--- config.mk ---
export PLATFORM = sky130hd
export DESIGN_NAME = hss_sequencer
export DESIGN_NICKNAME = d
export VERILOG_FILES = /design/src/common/hss_pkg.sv /design/src/hdl/hss_sequencer.sv
export VERILOG_INCLUDE_DIRS = /design/src /design/src/common
export SDC_FILE = /design/constraint.sdc
export NUM_CORES = 1
export LEC_CHECK = 0
export BUFFER_PORTS_ARGS = -buffer_cell sky130_fd_sc_hd__buf_2
export CORE_MARGIN = 2
export CORE_UTILIZATION = 58
export DETAILED_ROUTE_END_ITERATION = 7
export PLACE_DENSITY = 0.91
export SLEW_MARGIN = 15
export SYNTH_ARGS = -nofsm -noshare
export SYNTH_HDL_FRONTEND = slang
export SYNTH_SLANG_ARGS = --single-unit
--- constraint.sdc ---
create_clock -name CLK -period 6.32 [get_ports CLK]
set_input_delay 1.264 -clock CLK [delete_from_list [all_inputs] [get_ports CLK]]
set_output_delay 1.264 -clock CLK [all_outputs]
set_load 0.03 [all_outputs]
--- src/common/hss_defines.svh ---
// Constants for the home search and scan sequencer
`ifndef HSS_DEFINES_SVH
`define HSS_DEFINES_SVH
`define HSS_POS_MAX 32'sh7fffffff
`define HSS_POS_MIN (-32'sh7fffffff)
`define HSS_NEAR_DIST 32'sh00000064
`define HSS_ST_HOME 2
`define HSS_ST_CCW 1
`define HSS_ST_CW 0
`define HSS_SPD_FULL 2'h2
`define HSS_SPD_SLOW 2'h1
`define HSS_SPD_NONE 2'h0
`endif

--- src/common/hss_pkg.sv ---
// Types of the home search and scan sequencer
package hss_pkg;
  typedef enum logic [3:0] {
    HSS_IDLE = 4'h0,
    HSS_SCAN = 4'h1,
    HSS_SEEK = 4'h2,
    HSS_OVER = 4'h3,
    HSS_PASS1 = 4'h4,
    HSS_PASS2 = 4'h5,
    HSS_FINAL = 4'h6,
    HSS_NEAR = 4'h7,
    HSS_HSCAN = 4'h8,
    HSS_DECEL = 4'h9
  } hss_state_e;
  // Motion drive request to the pulse generator
  typedef struct packed {
    logic step;
    logic dir_ccw;
    logic [1:0] speed;
  } hss_drive_s;
  // Saved home data
  typedef struct packed {
    logic found;
    logic dir_ccw;
    logic signed [31:0] pos;
  } hss_home_s;
endpackage

--- src/hdl/hss_sequencer.sv ---
// Home search and scan sequencer for one motor channel
`timescale 1ns/10ps
`include "hss_defines.svh"
module hss_sequencer #(
  parameter logic [1:0] CHANNEL = 2'h0
) (
  input wire logic CLK,
  input wire logic SYS_RST,
  input wire logic REMOTE_MODE,
  input wire logic [1:0] CMD_CHANNEL,
  input wire logic CONST_SCAN_CW_CMD,
  input wire logic CONST_SCAN_CCW_CMD,
  input wire logic AUTO_HOME_SEARCH_CMD,
  input wire logic REPEAT_HOME_SEARCH_CMD,
  input wire logic HOME_SCAN_CW_CMD,
  input wire logic HOME_SCAN_CCW_CMD,
  input wire logic SLOW_STOP_CMD,
  input wire logic FAST_STOP_CMD,
  input wire logic SEARCH_DIR_CCW,
  input wire logic DECEL_DONE,
  input wire logic STEP_DONE,
  input wire logic HOME_SENSOR,
  input wire logic CW_LIMIT,
  input wire logic CCW_LIMIT,
  input wire logic DIG_LIMIT_EN,
  input wire logic signed [31:0] DIG_LIMIT_CW,
  input wire logic signed [31:0] DIG_LIMIT_CCW,
  output hss_pkg::hss_drive_s DRIVE,
  output logic DECEL_REQ,
  output logic BUSY,
  output logic signed [31:0] POSITION,
  output hss_pkg::hss_home_s HOME_DATA,
  output logic SAVED_SEARCH_DIR_CCW,
  output logic [2:0] SENSOR_STATUS
);
  // ----------------------------------------------------------------
  // Command decode
  // ----------------------------------------------------------------
  hss_pkg::hss_state_e state;
  hss_pkg::hss_state_e next_state;
  logic dir_ccw;
  logic next_dir_ccw;
  logic [1:0] speed;
  logic [1:0] next_speed;
  logic reversed;
  logic next_reversed;
  logic signed [31:0] home_pos;
  logic home_found;
  logic home_dir;
  logic save_home;
  // Start commands reach this channel only in remote mode
  wire sel = REMOTE_MODE && (CMD_CHANNEL == CHANNEL);
  wire go_cscan_cw = sel && CONST_SCAN_CW_CMD;
  wire go_cscan_ccw = sel && CONST_SCAN_CCW_CMD;
  wire go_auto = sel && AUTO_HOME_SEARCH_CMD;
  wire go_rep = sel && REPEAT_HOME_SEARCH_CMD && home_found;
  wire go_hs_cw = sel && HOME_SCAN_CW_CMD;
  wire go_hs_ccw = sel && HOME_SCAN_CCW_CMD;
  // Stops are accepted in either mode
  wire my_ch = (CMD_CHANNEL == CHANNEL);
  wire stop_slow = my_ch && SLOW_STOP_CMD;
  wire stop_fast = my_ch && FAST_STOP_CMD;
  wire idle = (state == hss_pkg::HSS_IDLE);
  // Limit in the direction of travel, switch or digital
  wire dig_cw = DIG_LIMIT_EN && (POSITION >= DIG_LIMIT_CW);
  wire dig_ccw = DIG_LIMIT_EN && (POSITION <= DIG_LIMIT_CCW);
  wire lim_hit = dir_ccw ? (CCW_LIMIT || dig_ccw) : (CW_LIMIT || dig_cw);
  wire signed [31:0] near_pt = home_dir ? (home_pos + `HSS_NEAR_DIST)
                                        : (home_pos - `HSS_NEAR_DIST);
  // Repeat search first heads for the near point, whichever side it is on
  wire at_near = (POSITION == near_pt);
  wire near_is_ccw = (POSITION > near_pt);
  wire stepping = DRIVE.step;
  // ----------------------------------------------------------------
  // Sequencer next state
  // ----------------------------------------------------------------
  // Chooses motion phase, direction and speed
  always_comb begin
    next_state = state;
    next_dir_ccw = dir_ccw;
    next_speed = speed;
    next_reversed = reversed;
    save_home = 1'b0;
    if (stop_fast && !idle) begin
      next_state = hss_pkg::HSS_IDLE;
      next_speed = `HSS_SPD_NONE;
    end else if (stop_slow && !idle) begin
      next_state = hss_pkg::HSS_DECEL;
    end else begin
      case (state)
        hss_pkg::HSS_IDLE: begin
          next_reversed = 1'b0;
          if (go_cscan_cw || go_cscan_ccw) begin
            next_state = hss_pkg::HSS_SCAN;
            next_dir_ccw = go_cscan_ccw;
            next_speed = `HSS_SPD_FULL;
          end else if (go_auto) begin
            next_state = hss_pkg::HSS_SEEK;
            next_dir_ccw = SEARCH_DIR_CCW;
            next_speed = `HSS_SPD_FULL;
          end else if (go_rep) begin
            next_state = hss_pkg::HSS_NEAR;
            next_dir_ccw = near_is_ccw;
            next_speed = `HSS_SPD_FULL;
          end else if (go_hs_cw || go_hs_ccw) begin
            next_state = hss_pkg::HSS_HSCAN;
            next_dir_ccw = go_hs_ccw;
            next_speed = `HSS_SPD_FULL;
          end
        end
        hss_pkg::HSS_SCAN: begin
          if (lim_hit) begin
            next_state = hss_pkg::HSS_IDLE;
            next_speed = `HSS_SPD_NONE;
          end
        end
        hss_pkg::HSS_SEEK: begin
          if (HOME_SENSOR) begin
            next_state = hss_pkg::HSS_OVER;
          end else if (lim_hit) begin
            next_dir_ccw = !dir_ccw;
            next_reversed = 1'b1;
          end
        end
        hss_pkg::HSS_OVER: begin
          if (DECEL_DONE) begin
            next_speed = `HSS_SPD_SLOW;
            if (reversed) begin
              next_state = hss_pkg::HSS_PASS1;
            end else begin
              next_state = hss_pkg::HSS_FINAL;
              next_dir_ccw = !dir_ccw;
            end
          end
        end
        hss_pkg::HSS_PASS1: begin
          // Keep moving slowly until clear of the sensor, then turn
          if (!HOME_SENSOR) begin
            next_state = hss_pkg::HSS_PASS2;
            next_dir_ccw = !dir_ccw;
          end
        end
        hss_pkg::HSS_PASS2: begin
          if (HOME_SENSOR) begin
            next_reversed = 1'b0;
          end else if (!reversed) begin
            next_state = hss_pkg::HSS_FINAL;
            next_dir_ccw = !dir_ccw;
          end
        end
        hss_pkg::HSS_FINAL: begin
          if (HOME_SENSOR) begin
            next_state = hss_pkg::HSS_IDLE;
            next_speed = `HSS_SPD_NONE;
            save_home = 1'b1;
          end
        end
        hss_pkg::HSS_NEAR: begin
          // Fast leg to the near point, then slow leg in stored direction
          if (speed == `HSS_SPD_SLOW) begin
            if (HOME_SENSOR) begin
              next_state = hss_pkg::HSS_IDLE;
              next_speed = `HSS_SPD_NONE;
            end
          end else if (at_near) begin
            next_speed = `HSS_SPD_SLOW;
            next_dir_ccw = home_dir;
          end
        end
        hss_pkg::HSS_HSCAN: begin
          if (HOME_SENSOR || lim_hit) begin
            next_state = hss_pkg::HSS_IDLE;
            next_speed = `HSS_SPD_NONE;
          end
        end
        hss_pkg::HSS_DECEL: begin
          if (DECEL_DONE) begin
            next_state = hss_pkg::HSS_IDLE;
            next_speed = `HSS_SPD_NONE;
          end
        end
        default: begin
          next_state = hss_pkg::HSS_IDLE;
          next_speed = `HSS_SPD_NONE;
        end
      endcase
    end
  end
  // ----------------------------------------------------------------
  // State registers
  // ----------------------------------------------------------------
  // Phase, direction, speed and reversal memory
  always_ff @(posedge CLK) begin
    if (SYS_RST) begin
      state <= hss_pkg::HSS_IDLE;
      dir_ccw <= 1'b0;
      speed <= `HSS_SPD_NONE;
      reversed <= 1'b0;
    end else begin
      state <= next_state;
      dir_ccw <= next_dir_ccw;
      speed <= next_speed;
      reversed <= next_reversed;
    end
  end
  // Home memory written when the final approach ends
  always_ff @(posedge CLK) begin
    if (SYS_RST) begin
      home_pos <= 32'sh00000000;
      home_found <= 1'b0;
      home_dir <= 1'b0;
      SAVED_SEARCH_DIR_CCW <= 1'b0;
    end else if (save_home) begin
      home_pos <= POSITION;
      home_found <= 1'b1;
      home_dir <= dir_ccw;
      SAVED_SEARCH_DIR_CCW <= SEARCH_DIR_CCW;
    end
  end
  // Position counter follows each step and saturates
  always_ff @(posedge CLK) begin
    if (SYS_RST) begin
      POSITION <= 32'sh00000000;
    end else if (STEP_DONE && stepping) begin
      if (dir_ccw && POSITION != `HSS_POS_MIN) begin
        POSITION <= POSITION - 32'sh00000001;
      end else if (!dir_ccw && POSITION != `HSS_POS_MAX) begin
        POSITION <= POSITION + 32'sh00000001;
      end
    end
  end
  // ----------------------------------------------------------------
  // Outputs
  // ----------------------------------------------------------------
  // Drive request and busy registered from next state, sensor status from the inputs
  always_ff @(posedge CLK) begin
    if (SYS_RST) begin
      DRIVE <= '0;
      DECEL_REQ <= 1'b0;
      BUSY <= 1'b0;
      SENSOR_STATUS <= 3'h0;
    end else begin
      DRIVE.step <= (next_state != hss_pkg::HSS_IDLE);
      // Direction shows zero while stopped so an idle drive reads all zero
      DRIVE.dir_ccw <= next_dir_ccw && (next_state != hss_pkg::HSS_IDLE);
      DRIVE.speed <= next_speed;
      DECEL_REQ <= (next_state == hss_pkg::HSS_DECEL)
                   || (next_state == hss_pkg::HSS_OVER);
      BUSY <= (next_state != hss_pkg::HSS_IDLE);
      SENSOR_STATUS[`HSS_ST_HOME] <= HOME_SENSOR;
      SENSOR_STATUS[`HSS_ST_CCW] <= CCW_LIMIT;
      SENSOR_STATUS[`HSS_ST_CW] <= CW_LIMIT;
    end
  end
  assign HOME_DATA = '{found: home_found, dir_ccw: home_dir,
                       pos: home_pos};
endmodule // hss_sequencer

## Word-level counts from Yosys, hierarchy flattened

Cells that the tools add are included.

| word-level totals | value |
|---|---|
| bits in registers | 81 |

| operators by class | value |
|---|---|
| multiplexer cells | 58 |
| order comparisons | 3 |
| reductions and logical operators | 36 |
| bitwise gates (word level) | 3 |
| $add $sub $neg | 4 |
| equal/unequal tests | 24 |

Operators by type and width:

| operator | number |
|---|---|
| $mux 32 | 3 |
| $mux 4 | 16 |
| $ne 32x32->1 const B | 2 |
| $pmux 4 s10 | 1 |
| $add 32x2->32 const B | 1 |
| $add 32x8->32 const B | 1 |
| $eq 32x32->1 | 1 |
| $ge 32x32->1 | 1 |
| $gt 32x32->1 | 1 |
| $le 32x32->1 | 1 |
| $sub 32x2->32 const B | 1 |
| $sub 32x8->32 const B | 1 |
| $mux 2 | 13 |
| $mux 1 | 22 |
| $logic_and 1x1->1 | 18 |
| $eq 4x3->1 const B | 4 |
| $pmux 2 s8 | 1 |
| $ne 2x2->1 const B | 7 |
| $eq 4x2->1 const B | 3 |
| $eq 4x4->1 const B | 3 |
| $reduce_and 8->1 | 1 |
| $logic_or 1x1->1 | 6 |
| $pmux 1 s6 | 1 |
| $reduce_and 6->1 | 1 |
| other kinds (15) | 18 |

## Depth between registers and ports, before layout

| depth | value |
|---|---|
| depth after elaboration | 13 |
| depth in mapped cells | 23 |
| mapped depth without buffers | 23 |

## Worst setup path before layout

Ideal clock, no wire load.

| timing path | value |
|---|---|
| path type | register -> register |
| start | reg home_dir |
| end | reg DRIVE[2] (netlist bit) |
| setup time | 115 ps |
| setup slack | 1492 ps |
| clock period less this slack | 4828 ps |
| data arrival time | 4713 ps |
| path buffers | 0 |
| stages on the path, launching flop included | 24 |
| required time | 6205 ps |
| cell sequence | dfxtp_1 inv_1 fa_1 a211oi_2 o211ai_1 a41oi_2 a311oi_1 a221o_1 a211o_1 nand4_1 nand4b_1 a21oi_1 xor2_1 ha_1 nand4_1 nor3_1 nand4_1 nor3_1 nand2_1 nand2_1 a21oi_1 nor3_1 o221ai_1 and2_1 |

| between the ends | value |
|---|---|
| cells in the longest elaborated chain, start to end | 9 |
| elaborated cells on any way between the ends | 12 |

Ends and longest elaborated chain:

| element | RTL line | RTL |
|---|---|---|
| start, declared | hss_sequencer.sv:49 | `logic home_dir;` |
| start signal, assigned | hss_sequencer.sv:216 | `home_dir <= dir_ccw;` |
| $mux 32 | hss_sequencer.sv:68 | `` wire signed [31:0] near_pt = home_dir ? (home_pos + `HSS_NEAR_DIST) `` |
| $gt 32x32->1 | hss_sequencer.sv:72 | `wire near_is_ccw = (POSITION > near_pt);` |
| $mux 1 | hss_sequencer.sv:101 | `end else if (go_rep) begin` |
| $mux 1 | hss_sequencer.sv:97 | `end else if (go_auto) begin` |
| $mux 1 | hss_sequencer.sv:93 | `if (go_cscan_cw \|\| go_cscan_ccw) begin` |
| $pmux 1 s6 (*) | hss_sequencer.sv:90 | `case (state)` |
| $mux 1 (*) | hss_sequencer.sv:87 | `end else if (stop_slow && !idle) begin` |
| $mux 1 (*) | hss_sequencer.sv:84 | `if (stop_fast && !idle) begin` |
| $logic_and 1x1->1 (*) | hss_sequencer.sv:245 | `DRIVE.dir_ccw <= next_dir_ccw && (next_state != hss_pkg::HSS_IDLE);` |
| end, declared | hss_sequencer.sv:28 | `output hss_pkg::hss_drive_s DRIVE,` |

Every way passes the cells marked *; elsewhere a longest branch is shown, timed or not.
A chain may end at the register's enable or synchronous reset.

## Final worst setup path

Ends and elaborated chain as after synthesis.

==> results.json <==
{
  "cp-end-kind": "flop",
  "pre_cts_slack_ns": 0.625,
  "grt.total_usage_pct": 33.5,
  "drt-initial-drc-count": 841,
  "clk_path_buf_depth": 2,
  "async_flop_share_pct": 0,
  "setup_slack_ns": 0.533,
  "hold_ws_ns": 0.463,
  "first_pass_iters": 5,
  "cp.buffers_inverters": 1,
  "vdd_ir_drop_max_uv": 132,
  "place.gp.congestion": 1.00,
  "powerDensity_nw_per_um2": 169,
  "cp_slowest_stage_delay_ns": 0.70,
  "cp_cell_sequence": "inv_1 > ha_1 > a211oi_1 > o211ai_1 > a41oi_2 > a311oi_1 > a221o_1 > a211o_1 > nand4_1 > nand4b_1 > a21oi_1 > xor2_1 > ha_1 > nand4_1 > nor3_1 > nand4_1 > nor3_1 > nand2_1 > nand2_1 > a21oi_1 > nor3_1 > o221ai_1 > and2_1",
  "post-cts-setup-buffer-count": 0,
  "synth-edff-count": 0,
  "fin_setup_tns_ns": 0,
  "row_count": 44,
  "clock_latency_ns": 0.36,
  "synth_seq_cells": 81,
  "grt.overflow.total": 0,
  "io_buffer_count": 159,
  "cp.required_ns": 6.57,
  "arrival_ns": 6.04,
  "grt_pass1_vias": 8928,
  "cts_hold_repair.buffers": 0,
  "rsz0062_at_grt": "false",
  "synth_fp_nets": 1369,
  "max-slew-margin-rel_pct": 38.1,
  "boundaryPins": 160,
  "ys.flop_type": "dfxtp_1",
  "synth_seq_area_share_pct": 19.1,
  "post_drt_via_cell_ratio": 6.26,
  "clock_sinks": 81,
  "num_vias": 9144,
  "core_area_um2": 14400,
  "grt_max_degree": 77,
  "cts-resized-gates": 0,
  "critPathKind": "reg -> reg",
  "yosysTopAreaCell": "ha_1",
  "dp.final_hpwl_um": 20200,
  "hold_path.class": "reg -> reg",
  "finalCritPeriodShare_pct": 91.6,
  "status": "finished clean",
  "p_total_mw": 1.64,
  "finalHoldViolCount": 0,
  "nets": 1514,
  "place_area_um2": 9450,
  "cp_top_family": "compound AO/OA/AOI/OAI gates",
  "cp_max_fo": 27,
  "critical_path.startpoint_type": "flop",
  "drt-total-wl_um": 26800,
  "final_util_pct": 67.5,
  "cts_root_buf": "clkbuf_16",
  "clk_pin_slew_ns": 0.06,
  "yosysTopAreaCellShare_pct": 22.7,
  "fin_crit_ns": 5.79,
  "layout-drive-gt1-share_pct": 14.9,
  "syn_area_per_cell_um2": 7.53,
  "die_h_um": 125,
  "finClkSkew_ns": 0.00873,
  "floorplan.die_area_um2": 15600,
  "final_antenna_net_count": 0,
  "dp_cells": 1447,
  "synth.most_common_cell": "a21oi_1",
  "synth_cell_types": 64,
  "maxCapViolCount": 0,
  "post_drt_wl_per_cell_um": 18.4,
  "worst_pin_slew_ns": 0.928,
  "synth_area_um2": 8500,
  "cpMaxStageDelayCell": "inv_1",
  "n_antenna_cell": 0,
  "ys_warn_count": 0,
  "initial_core_util_pct": 59.0,
  "fin_cells": 1461,
  "grt_pass1_wl_um": 42900,
  "fmaxAchievable_ghz": 0.173,
  "cts_made_buffers": 9,
  "p_leak_nw": 5.11,
  "finalInstanceArea_um2": 9740,
  "ctsHtreeMaxLevel": 3,
  "area_growth_pct": 14.5,
  "drc_errors": 0,
  "synthTopCellsByCount": "156 x a21oi_1, 154 x ha_1, 141 x nand2_1, 81 x dfxtp_1, 79 x inv_1",
  "final-max-slew-violation-count": 0,
  "synth_area_leaders": "ha_1 23%, dfxtp_1 19%, a21oi_1 9.2%",
  "cts_tree": "built",
  "die_x_um": 125,
  "antenna_found_initial": 0,
  "syn_inst": 1129,
  "final-setup-viol-count": 0
}
cell type report:
class                      instances  area [um2]
multi-input combinational        938        6470
fill                            1248        4690
sequential                        81        1620
timing repair buffer             164         833
inverter                          80         300
clock buffer                      11         243
tap                              184         230
clock inverter                     3        42.5
worst paths after layout:
path | slack, ns | depth (start not counted) | to | from
max | 0.53 | 23 | DRIVE[2] | home_dir
min | 0.46 | 2 | SAVED_SEARCH_DIR_CCW | SAVED_SEARCH_DIR_CCW
min reg2reg | 0.46 | 2 | SAVED_SEARCH_DIR_CCW | SAVED_SEARCH_DIR_CCW
max reg2reg | 0.53 | 23 | DRIVE[2] | home_dir
worst register-to-register path, cell delays in order (launching register included):
cell and delay, ns:
dfxtp_1 0.37, inv_1 0.70, ha_1 0.43, a211oi_1 0.30, o211ai_1 0.19, a41oi_2 0.30, a311oi_1 0.22, a221o_1 0.40
a211o_1 0.32, nand4_1 0.11, nand4b_1 0.10, a21oi_1 0.19, xor2_1 0.11, ha_1 0.31, nand4_1 0.11, nor3_1 0.24
nand4_1 0.18, nor3_1 0.39, nand2_1 0.10, nand2_1 0.07, a21oi_1 0.07, nor3_1 0.14, o221ai_1 0.16, and2_1 0.17
metal layers:
| metal | part of all wire [%] | up-vias | global-route usage [%] | wire length (um) |
|---|---|---|---|---|
| met2 | 47 | 438 | 57.0 | 12700 |
| met3 | 8.2 | 103 | 4.19 | 2190 |
| met5 | 0 | - | 0 | 0 |
| li1 | - | 4390 | - | - |
| met1 | 39 | 4213 | 40.5 | 10500 |
| met4 | 5.2 | 0 | 19.8 | 1390 |
cell usage in the layout, fill, tap and decap left out, types with 6 or more instances in the layout:
master	netlist	final
buf_2	1	159
and4_1	7	7
and2_1	7	7
nand2b_1	14	14
nor2_1	76	75
a31oi_1	6	6
a21o_1	49	49
xor2_1	26	26
inv_1	79	79
a21oi_1	156	156
nor3_1	26	26
dfxtp_1	81	81
xnor2_1	34	34
ha_1	154	154
nand4_1	33	33
nand2_1	141	141
o211ai_1	10	10
a211oi_1	10	10
nor2b_1	18	18
o21ai_0	42	42
mux2i_1	6	6
o21a_1	13	13
clkbuf_16	0	9
nand3_1	23	23
nor4_1	12	12
and3_1	6	6
power breakdown:
part	leakage (nW)	switching (mW)	internal (mW)	total, mW
combinational	4.32	0.313	0.204	0.517
clock	0.137	0.220	0.312	0.532
sequential	0.654	0.0616	0.531	0.593
kinds of logic after synthesis:
logic type                 Yosys count  share of synthesized area [%]
AOI/OAI and AO/OA                  334                           24.3
xor gates and xnor gates            60                           6.18
adders and majority gates          156                           23.1
buffers and inverters              110                           5.00
DFF                                 81                           19.1
muxes                                6                          0.706
and+or+nand+nor                    382                           21.6
sequential cells by signal (all words and copies together), names as in the netlist:
register / flops
POSITION: 32
home_pos: 32
state: 4
DRIVE: 3
SENSOR_STATUS: 3
BUSY: 1
DECEL_REQ: 1
SAVED_SEARCH_DIR_CCW: 1
dir_ccw: 1
home_dir: 1
home_found: 1
reversed: 1
(Power assumes the default switching activity.)
